<file path="src/pmc_pkg.sv">
// Behaviour
// - wake flag sets on any wake event, except during a bus reset with enable off
// - writing one clears flag, releases wake
// - data scale field always reads zero
// - data select field always reads zero
// - wake pin driven only while enabled
// - wake enable survives bus reset
// - flag kept through bus reset if enabled
// - reserved control bits read zero
// - power state readable and writable, encoded
// - internal reset leaves this register untouched
// - d3hot to d0 resets other registers
// - bus power clock control reads one
// - disabled control leaves secondary bus alone
// - d3hot action bit picks clock or power
// - power data byte always reads zero
`default_nettype none
package pmc_pkg;

	// ************************************************************
	// configuration space placement
	// ************************************************************
	localparam logic [7:0] PMC_OFF_CSR  = 8'ha4; // control/status, lanes 0-1
	localparam logic [7:0] PMC_OFF_BSE  = 8'ha6; // bridge extensions, lane 2
	localparam logic [7:0] PMC_OFF_DATA = 8'ha7; // data byte, lane 3

	// ************************************************************
	// field positions
	// ************************************************************
	localparam int PMC_FLAG_BIT = 15; // wake_event_flag
	localparam int PMC_EN_BIT   = 8;  // wake_assert_enable
	localparam int PMC_PS_LSB   = 0;  // power_state_field
	localparam int PMC_BPCC_BIT = 7;  // secondary_bus_power_clock_ctrl_en
	localparam int PMC_B2B3_BIT = 6;  // d3hot_secondary_action

	// ************************************************************
	// reset values and timing
	// ************************************************************
	localparam logic [15:0] PMC_CSR_RST  = 16'h0000;
	localparam logic [7:0]  PMC_BSE_RST  = 8'hc0;
	localparam logic [7:0]  PMC_DATA_RST = 8'h00;
	localparam logic [2:0]  PMC_FRST_CYCLES = 3'h4; // internal reset width

	// power state encodings
	typedef enum logic [1:0] {
		PMC_D0    = 2'h0,
		PMC_D1    = 2'h1,
		PMC_D2    = 2'h2,
		PMC_D3HOT = 2'h3
	} pmc_pstate_t;

	// internal reset sequencer, one-hot
	typedef enum logic [1:0] {
		PMC_SQ_RUN  = 2'h1,
		PMC_SQ_FRST = 2'h2
	} pmc_seq_t;

endpackage
`default_nettype wire

</file>
<file path="src/pmc_wake_if.sv">
`timescale 1ns/1ps
`default_nettype none
// carries wake control between the register bank and the wake keeper
interface pmc_wake_if;
	logic wake_set;   // function would assert wake this cycle
	logic flag_clr;   // software wrote one to the flag
	logic en_wr;      // software wrote the enable lane
	logic en_wdata;   // value written to the enable
	logic bus_rst;    // pci bus reset asserted (active high here)
	logic flag;       // wake_event_flag state
	logic enable;     // wake_assert_enable state
	logic pme_drive;  // wake pin driven low

	modport csr (output wake_set, flag_clr, en_wr, en_wdata, bus_rst,
		input flag, enable, pme_drive);
	modport wake (input wake_set, flag_clr, en_wr, en_wdata, bus_rst,
		output flag, enable, pme_drive);
endinterface
`default_nettype wire

</file>
<file path="src/pmc_wake.sv">
`timescale 1ns/1ps
`default_nettype none
module pmc_wake
	import pmc_pkg::*;
(
	input  wire logic clk,   // 100 MHz
	input  wire logic rst_b, // global reset, async, active low
	pmc_wake_if.wake  wif    // wake control
);

	// ************************************************************
	// wake enable: only the global reset or a software write clears it
	// ************************************************************
	always_ff @(posedge clk or negedge rst_b) begin
		if (!rst_b) begin
			wif.enable <= PMC_CSR_RST[PMC_EN_BIT];
		end else if (wif.en_wr) begin
			wif.enable <= wif.en_wdata;
		end
	end

	// ************************************************************
	// wake flag: event wins over a same-cycle write-one clear
	// ************************************************************
	always_ff @(posedge clk or negedge rst_b) begin
		if (!rst_b) begin
			wif.flag <= PMC_CSR_RST[PMC_FLAG_BIT];
		end else if (wif.bus_rst && !wif.enable) begin
			wif.flag <= 1'b0;
		end else if (wif.wake_set) begin
			wif.flag <= 1'b1;
		end else if (wif.flag_clr) begin
			wif.flag <= 1'b0;
		end
	end

	// open-drain drive follows the flag, gated by the enable
	always_ff @(posedge clk or negedge rst_b) begin
		if (!rst_b) begin
			wif.pme_drive <= 1'b0;
		end else begin
			wif.pme_drive <= wif.flag && wif.enable;
		end
	end
endmodule
`default_nettype wire

</file>
<file path="src/pmc_csr.sv">
`timescale 1ns/1ps
`default_nettype none
module pmc_csr
	import pmc_pkg::*;
(
	input  wire logic        clk,                  // 100 MHz
	input  wire logic        rst_b,                // global reset pin, async
	input  wire logic        pci_bus_reset_pin_b,  // pci bus reset, sync level
	input  wire logic        cfg_wr,               // config write strobe
	input  wire logic        cfg_rd,               // config read strobe
	input  wire logic [7:0]  cfg_addr,             // config byte address
	input  wire logic [3:0]  cfg_be,               // byte enables
	input  wire logic [31:0] cfg_wdata,            // write data
	input  wire logic        wake_event,           // function would assert wake
	output logic      [31:0] cfg_rdata,            // read data
	output logic             cfg_rvalid,           // read data valid pulse
	output logic             pme_o,                // wake pin level when driven
	output logic             pme_oe,               // wake pin drive enable
	output logic             func_reset,           // internal reset to other regs
	output logic             sec_clk_stop,         // secondary bus clock stopped
	output logic             sec_power_off,        // secondary bus power removed
	output logic [1:0]       power_state           // present power state
);

	// ************************************************************
	// declarations
	// ************************************************************
	pmc_wake_if  wif ();

	pmc_pstate_t ps_q;        // power_state_field
	pmc_pstate_t ps_d;
	pmc_seq_t    seq_q;       // internal reset sequencer
	pmc_seq_t    seq_d;
	logic [2:0]  frst_cnt_q;  // internal reset cycles left
	logic [2:0]  frst_cnt_d;
	logic        hit;         // access lands on the power dword
	logic        wr_lane0;    // write touches power state byte
	logic        wr_lane1;    // write touches flag / enable byte
	logic        bus_rst;     // pci bus reset asserted
	logic        d3_to_d0;    // write moves d3hot to d0
	logic [7:0]  bse;         // bridge extension byte
	logic [15:0] csr_rd;      // control/status read image
	logic [31:0] rdata_d;

	// ************************************************************
	// address decode
	// ************************************************************
	// the three registers share one dword; lanes pick the byte
	assign hit      = (cfg_addr[7:2] == PMC_OFF_CSR[7:2]);
	assign wr_lane0 = cfg_wr && hit && cfg_be[PMC_OFF_CSR[1:0]];
	assign wr_lane1 = cfg_wr && hit && cfg_be[PMC_OFF_CSR[1:0] + 2'h1];
	assign bus_rst  = !pci_bus_reset_pin_b;

	// lanes 2 and 3 hold fixed values, writes there fall away
	assign bse = PMC_BSE_RST;

	// ************************************************************
	// wake keeper hookup
	// ************************************************************
	// flag clear and enable write ride byte lane 1
	assign wif.wake_set = wake_event;
	assign wif.flag_clr = wr_lane1 && cfg_wdata[PMC_FLAG_BIT];
	assign wif.en_wr    = wr_lane1;
	assign wif.en_wdata = cfg_wdata[PMC_EN_BIT];
	assign wif.bus_rst  = bus_rst;

	pmc_wake u_wake (
		.clk   (clk),
		.rst_b (rst_b),
		.wif   (wif)
	);

	// pin is open-drain: level is always low, only the enable moves
	assign pme_oe = wif.pme_drive;

	always_ff @(posedge clk or negedge rst_b) begin
		if (!rst_b) begin
			pme_o <= 1'b0;
		end else begin
			pme_o <= 1'b0;
		end
	end

	// ************************************************************
	// power state field
	// ************************************************************
	// any encoding is accepted; bus reset returns the function to d0
	always_comb begin
		ps_d = ps_q;
		if (bus_rst) begin
			ps_d = PMC_D0;
		end else if (wr_lane0) begin
			ps_d = pmc_pstate_t'(cfg_wdata[PMC_PS_LSB +: 2]);
		end
	end

	// internal reset never touches this register
	always_ff @(posedge clk or negedge rst_b) begin
		if (!rst_b) begin
			ps_q <= pmc_pstate_t'(PMC_CSR_RST[PMC_PS_LSB +: 2]);
		end else begin
			ps_q <= ps_d;
		end
	end

	// a registered copy for the rest of the function
	always_ff @(posedge clk or negedge rst_b) begin
		if (!rst_b) begin
			power_state <= PMC_CSR_RST[PMC_PS_LSB +: 2];
		end else begin
			power_state <= ps_d;
		end
	end

	// ************************************************************
	// d3hot to d0 internal reset sequencer
	// ************************************************************
	assign d3_to_d0 = wr_lane0 && !bus_rst && (ps_q == PMC_D3HOT)
		&& (cfg_wdata[PMC_PS_LSB +: 2] == PMC_D0);

	// held several cycles so slow register groups all see it
	always_comb begin
		seq_d      = seq_q;
		frst_cnt_d = frst_cnt_q;
		case (seq_q)
			PMC_SQ_RUN: begin
				if (d3_to_d0) begin
					seq_d      = PMC_SQ_FRST;
					frst_cnt_d = PMC_FRST_CYCLES - 3'h1;
				end
			end
			PMC_SQ_FRST: begin
				if (frst_cnt_q == 3'h0) begin
					seq_d = PMC_SQ_RUN;
				end else begin
					frst_cnt_d = frst_cnt_q - 3'h1;
				end
			end
			default: begin
				seq_d      = PMC_SQ_RUN;
				frst_cnt_d = 3'h0;
			end
		endcase
	end

	always_ff @(posedge clk or negedge rst_b) begin
		if (!rst_b) begin
			seq_q      <= PMC_SQ_RUN;
			frst_cnt_q <= 3'h0;
		end else begin
			seq_q      <= seq_d;
			frst_cnt_q <= frst_cnt_d;
		end
	end

	// wake context and global-only bits live outside this reset
	always_ff @(posedge clk or negedge rst_b) begin
		if (!rst_b) begin
			func_reset <= 1'b0;
		end else begin
			func_reset <= (seq_d == PMC_SQ_FRST);
		end
	end

	// ************************************************************
	// secondary bus policy
	// ************************************************************
	// when control is disabled the power state has no say here
	always_ff @(posedge clk or negedge rst_b) begin
		if (!rst_b) begin
			sec_clk_stop  <= 1'b0;
			sec_power_off <= 1'b0;
		end else if (bse[PMC_BPCC_BIT] && ps_q == PMC_D3HOT) begin
			sec_clk_stop  <= bse[PMC_B2B3_BIT];
			sec_power_off <= !bse[PMC_B2B3_BIT];
		end else begin
			sec_clk_stop  <= 1'b0;
			sec_power_off <= 1'b0;
		end
	end

	// ************************************************************
	// read path
	// ************************************************************
	// scale, select and reserved bits are tied to zero
	always_comb begin
		csr_rd                        = 16'h0000;
		csr_rd[PMC_FLAG_BIT]          = wif.flag;
		csr_rd[PMC_EN_BIT]            = wif.enable;
		csr_rd[PMC_PS_LSB +: 2]       = ps_q;
		rdata_d                       = 32'h0000_0000;
		if (hit) begin
			rdata_d = {PMC_DATA_RST, bse, csr_rd};
		end
	end

	// one-cycle read latency, unmapped dwords read zero
	always_ff @(posedge clk or negedge rst_b) begin
		if (!rst_b) begin
			cfg_rdata  <= 32'h0000_0000;
			cfg_rvalid <= 1'b0;
		end else begin
			cfg_rvalid <= cfg_rd;
			if (cfg_rd) begin
				cfg_rdata <= rdata_d;
			end
		end
	end
endmodule
`default_nettype wire

</file>
<file path="config.mk">
export PLATFORM = sky130hd
export DESIGN_NAME = pmc_csr
export DESIGN_NICKNAME = d
export VERILOG_FILES = /design/src/pmc_pkg.sv /design/src/pmc_wake_if.sv /design/src/pmc_wake.sv /design/src/pmc_csr.sv
export SDC_FILE = /design/constraint.sdc
export NUM_CORES = 1
export LEC_CHECK = 0
export ABC_AREA = 0
export BUFFER_PORTS_ARGS = -buffer_cell sky130_fd_sc_hd__buf_2
export CORE_MARGIN = 5
export CORE_UTILIZATION = 39
export DETAILED_ROUTE_END_ITERATION = 12
export PLACE_DENSITY_LB_ADDON = 0.15
export SYNTH_ARGS = -nofsm -noshare
export SYNTH_HDL_FRONTEND = slang
export SYNTH_SLANG_ARGS = --single-unit
</file>
<file path="constraint.sdc">
create_clock -name clk -period 1.7 [get_ports clk]
set_input_delay 0.255 -clock clk [delete_from_list [all_inputs] [get_ports clk]]
set_output_delay 0.255 -clock clk [all_outputs]
set_load 0.01 [all_outputs]
</file>
== Word-level counts from Yosys, hierarchy flattened ==
Index checks and enable logic that the tools add are counted.
Operators by class
  reduce and logical (&&, ||, !) cells: 15
  equality and inequality tests: 8
  $add $sub $neg: 1
  multiplexer cells: 13
Operators with widths (number)
  24-bit 2-to-1 mux: 1
  1-bit logical AND: 9
  2-bit 2-to-1 mux: 4
  2-bit equality test, second input constant: 3
  6-bit equality test, second input constant: 1
  3-bit 2-to-1 mux: 2
  3-bit case mux with 2 select lines: 1
  1-bit 2-to-1 mux: 4
  2-bit inequality test, second input constant: 2
  2-bit case mux with 2 select lines: 1
  3-bit zero test: 1
  3-bit nonzero test: 1
  3-bit by 1-bit subtractor with 3-bit output, second input constant: 1
  2-bit by 1-bit equality test with 1-bit output, second input constant: 1
  1-bit zero test: 2
  2-bit zero test: 1
  2-bit by 1-bit inequality test with 1-bit output, second input constant: 1
  2-bit AND reduction: 1
Word-level totals
  register bits after elaboration: 45
  input port bits: 50
  output and inout bits: 40

== Logic depth before layout (Yosys ltp) ==
  word-level depth: 9
  mapped depth: 7
  depth with buffers taken out: 6

== Cells and area by module ==
A second synthesis with hierarchy kept.
Second synthesis, totals
  cells, all modules: 115
  area total of the unflattened synthesis: 1152.4 µm²
By module, submodules not included
  pmc_csr: area an instance 1028.5 µm², sequential area each 376.6 µm², cells an instance 106, times used 1
  pmc_wake: area an instance 123.9 µm², sequential area each 75.1 µm², cells an instance 9, times used 1

== Least setup slack after synthesis ==
OpenSTA, ideal clock, no wires.
  path kind: register -> register
  from: reg seq_q[0]
  to: reg frst_cnt_q[0]
  cell stages (with the launch flop): 7
  path buffers: 1
  data required time: 1618 ps
  path slack: 199 ps
  data arrival time: 1419 ps
  library setup time: 82 ps
  cells stage by stage: dfstp_2 > inv_1 > ha_1 > buf_1 > nor4_1 > a21oi_1 > o22ai_1
Between the ends
  cells in the longest elaborated chain, start to end: 3
RTL lines
  start: declaration: RTL line pmc_csr.sv:32  | pmc_seq_t seq_q;
  start signal: assignment: RTL line pmc_csr.sv:151  | seq_q <= seq_d;
  2-bit equality test or 2-bit by 1-bit equality test with 1-bit output (tied branches): RTL line pmc_csr.sv:125  | case (seq_q)
  2-bit inequality test (no source line)
  2-bit AND reduction (no source line)
  end signal: assignment: RTL line pmc_csr.sv:152  | frst_cnt_q <= frst_cnt_d;
  end: declaration: RTL line pmc_csr.sv:34  | logic [2:0] frst_cnt_q;
Parallel ways exist; a longest one is shown, timed or not.
A chain may end at the register's enable or synchronous reset.

== Worst setup path after layout ==
Same ends and word-level chain as after synthesis.

==> metrics.txt <==
# TYPE chip_impl_metric gauge
chip_impl_metric{name="detail_route.wirelength",unit="mm"} 2.12
chip_impl_metric{name="overflow",unit=""} 0
chip_impl_metric{name="cts_htree_levels",unit=""} 1
chip_impl_metric{name="ys_async_sr_fraction",unit=""} 1.00
chip_impl_metric{name="cts.sinks",unit=""} 18
chip_impl_info{name="crit-reg2reg-launch",value="seq_q[0]"} 1
chip_impl_metric{name="clock_skew",unit="ns"} 0.00196
chip_impl_metric{name="rows",unit=""} 19
chip_impl_metric{name="clk_pin_slew_worst_paths",unit="ns"} 0.11
chip_impl_metric{name="drt_first_pass_iters",unit=""} 4
chip_impl_metric{name="final_layout_size_suffix_gt1_frac",unit=""} 0.289
chip_impl_info{name="critical_path.startpoint_type",value="flop"} 1
chip_impl_metric{name="post_synthesis_to_final_layout_area_growth",unit="%"} 10.4
chip_impl_metric{name="fin_crit_sh",unit=""} 0.931
chip_impl_metric{name="postSynthAreaPerCell",unit="um^2"} 9.59
chip_impl_metric{name="finalNetCount",unit=""} 207
chip_impl_info{name="rsz_0062_raised_after_global_routing",value="no"} 1
chip_impl_metric{name="dr.first_iter.drc_count",unit=""} 30
chip_impl_info{name="critical_path.cell_chain",value="inv_1, ha_1, nor4_1, a21oi_1, o22ai_1"} 1
chip_impl_info{name="main_synth_ff_type",value="dfrtp_1"} 1
chip_impl_metric{name="min_delay_path_depth",unit=""} 2
chip_impl_metric{name="worst_path_largest_cell_delay",unit="ns"} 0.59
chip_impl_metric{name="chipHeight",unit="um"} 64.5
chip_impl_metric{name="power.leakage",unit="uW"} 0.000685
chip_impl_metric{name="reg2reg_setup_slack",unit="ns"} 0.12
chip_impl_metric{name="report.final.setup_viol",unit=""} 0
chip_impl_metric{name="timing.final.hold_violations",unit=""} 0
chip_impl_metric{name="finalMaxSlewViolations",unit=""} 0
chip_impl_metric{name="filler_cell_count",unit=""} 280
chip_impl_metric{name="vias_per_std_cell",unit=""} 4.50
chip_impl_metric{name="ys_warn_count",unit=""} 0
chip_impl_metric{name="clock.fmax",unit="GHz"} 0.632
chip_impl_metric{name="dpl.hpwl",unit="mm"} 1.74
chip_impl_metric{name="count_of_mapped_cells_out_of_synthesis",unit=""} 121
chip_impl_metric{name="grt_util_all_layers",unit=""} 0.103
chip_impl_metric{name="timing.final.crit_period",unit="ns"} 1.58
chip_impl_metric{name="grt_max_degree",unit=""} 19
chip_impl_info{name="hold_critical_path_endpoint",value="u_wake.wif.flag"} 1
chip_impl_info{name="r2r_end",value="frst_cnt_q[0]"} 1
chip_impl_info{name="min-delay-start",value="cfg_wdata[15]"} 1
chip_impl_metric{name="number_of_maximum_capacitance_violations",unit=""} 0
chip_impl_metric{name="worst_skew_pair.late_latency",unit="ns"} 0.29
chip_impl_info{name="tritoncts",value="built"} 1
chip_impl_metric{name="synth.cell_area",unit="mm^2"} 0.00116
chip_impl_metric{name="chipWidth",unit="um"} 64.5
chip_impl_metric{name="dieArea",unit="mm^2"} 0.00416
chip_impl_info{name="timing.critical_path.slowest_stage_cell",value="dfstp_2"} 1
chip_impl_metric{name="post-route-drc-count",unit=""} 0
chip_impl_metric{name="p_total",unit="uW"} 919
chip_impl_metric{name="antenna_violating_nets_post_route",unit=""} 0
chip_impl_info{name="cts-root-buf",value="clkbuf_4"} 1
chip_impl_metric{name="synth_top_area_share",unit=""} 0.367
chip_impl_metric{name="cp_data_required_time",unit="ns"} 1.92
chip_impl_metric{name="totalNegativeSetupSlack",unit="ns"} 0
chip_impl_info{name="critical-path-top-delay-family",value="flip-flops"} 1
chip_impl_metric{name="synth.distinct_cells",unit=""} 32
chip_impl_metric{name="cts_buffers",unit=""} 3
chip_impl_info{name="synth.largest_area_cell",value="dfrtp_1"} 1
chip_impl_metric{name="p_per_area",unit="mW/mm^2"} 718
chip_impl_metric{name="synth_seq_cells",unit=""} 18
chip_impl_metric{name="io_pins",unit=""} 90
chip_impl_metric{name="antenna_found_initial",unit=""} 0
chip_impl_info{name="synth_area_leaders",value="dfrtp_1, buf_4, ha_1, inv_1, mux2i_1"} 1
chip_impl_metric{name="place.port_buffers",unit=""} 29
chip_impl_metric{name="wire_length_of_the_first_global_routing_pass",unit="mm"} 3.50
chip_impl_info{name="class_of_the_tightest_hold_or_removal_check",value="in2reg"} 1
chip_impl_metric{name="num_vias",unit=""} 823
chip_impl_metric{name="via_count_of_the_first_global_routing_pass",unit=""} 774
chip_impl_metric{name="floorplan.initialDensity",unit=""} 0.413
chip_impl_metric{name="cts.path.max_buffers",unit=""} 2
chip_impl_metric{name="detail_route.wl_per_cell",unit="um"} 11.6
chip_impl_metric{name="path_buf_inv",unit=""} 1
chip_impl_info{name="result_of_the_run",value="completed"} 1
chip_impl_metric{name="ys_seq_area_frac",unit=""} 0.389
chip_impl_metric{name="cts_post_setup_buffers_inserted",unit=""} 0
chip_impl_info{name="critPathCaptureType",value="flop"} 1
chip_impl_metric{name="vdd_ir_drop_max",unit="uV"} 553
chip_impl_metric{name="ff_to_ff_path_depth",unit=""} 5
chip_impl_metric{name="cp_data_arrival_time",unit="ns"} 1.80
chip_impl_metric{name="placeableCoreArea",unit="mm^2"} 0.00281
chip_impl_metric{name="place.gp.congestion",unit=""} 0.740
chip_impl_metric{name="synth_edf_count",unit=""} 0
chip_impl_metric{name="worstPathMaxFanout",unit=""} 8
chip_impl_metric{name="insertedDiodeCount",unit=""} 0
chip_impl_info{name="worst-setup-path-type",value="reg2reg"} 1
## what timing repair did
action	in CTS	in global routing
hold buffers	1	0
hold endpoints to repair	17	0
endpoints found under the setup margin	0	1
resized for setup	0	1
## flip-flops by register name, indices dropped and copies added (netlist names)
register / cells
func_reset: 1
seq_q: 2
u_wake.wif.enable: 1
sec_clk_stop: 1
u_wake.wif.flag: 1
frst_cnt_q: 3
power_state: 2
cfg_rvalid: 1
cfg_rdata: 5
u_wake.wif.pme_drive: 1
## per-stage QoR
step	area [um^2]	setup slack (ns)	std cells	hold WS (ns)	utilization
2_1_floorplan	1260	0.199	148	-0.0406	-
3_3_place_gp	1230	0.171	178	0.214	0.439
3_5_place_dp	1230	0.124	178	0.216	0.439
4_1_cts	1280	0.103	183	0.125	0.455
5_1_grt	1280	0.0204	183	0.118	0.456
6_report	1280	0.117	183	0.137	0.456
## report_power, final
part           internal [uW]  switching, uW  leakage, uW
Clock                    130            136    0.0000210
Combinational           67.7            123     0.000420
Sequential               448           14.6     0.000244
## routing by layer
metal  routed length (um)  global-route usage
met1                  869               0.132
met2                 1100               0.170
met3                  144              0.0397
met4                    6              0.0158
met5                    0                   0
## area by class of cell
class                   count  area [um^2]  area share
multi-input cells          87          542       0.423
flip-flops and latches     18          452       0.353
repair buffers             32          170       0.133
inverters                  11         41.3      0.0323
well taps                  31         38.8      0.0303
clock buffers               4         36.3      0.0283
## how the worst max path moves through the flow
stage               cells past startpoint  slack (ns)     start            end
global route                            5        0.02  seq_q[0]  frst_cnt_q[0]
CTS                                     5        0.10  seq_q[0]  frst_cnt_q[0]
global placement                        5        0.17  seq_q[0]  frst_cnt_q[0]
detailed placement                      5        0.12  seq_q[0]  frst_cnt_q[0]
finish                                  5        0.12  seq_q[0]  frst_cnt_q[0]
floorplan                               6        0.20  seq_q[0]  frst_cnt_q[0]
## cells in the mapped netlist, drive strengths merged (2+ instances only)
cell      n
a21oi     5
a22o      2
and2      2
buf      30
clkbuf    2
dfrtp    17
ha        4
inv      11
mux2      2
mux2i     3
nand2     5
nand2b    2
nand3     5
nand4bb   2
nor2      6
nor2b     3
nor4      4
o21ai     6
o22ai     2
## placed cells by master, fill, tap and decap left out, types with 2 or more instances in the layout
cell,netlist,final
buf_4,29,2
o22ai_1,2,2
nor2_1,6,6
nor2b_1,3,2
buf_2,0,29
dfrtp_1,17,17
conb_1,1,28
inv_1,11,11
mux2i_1,3,3
nand3_1,5,5
mux2_2,2,2
ha_1,4,4
and2_1,2,2
a21oi_1,5,5
o21ai_0,6,6
clkbuf_4,0,3
nor4_1,3,3
nand2_1,5,5
## cells by family (layout without fill, tap and decap cells)
group                      after synthesis  count (layout)  share of synthesized area
AOI/OAI and AO/OA                       19              19                      0.102
buffers and inverters                   43              47                      0.233
muxes                                    5               5                     0.0453
and+or+nand+nor                         31              31                      0.183
DFF                                     18              18                      0.389
adders and majority gates                4               4                     0.0432
other                                    1              28                    0.00323
(Power assumes the default switching activity.)
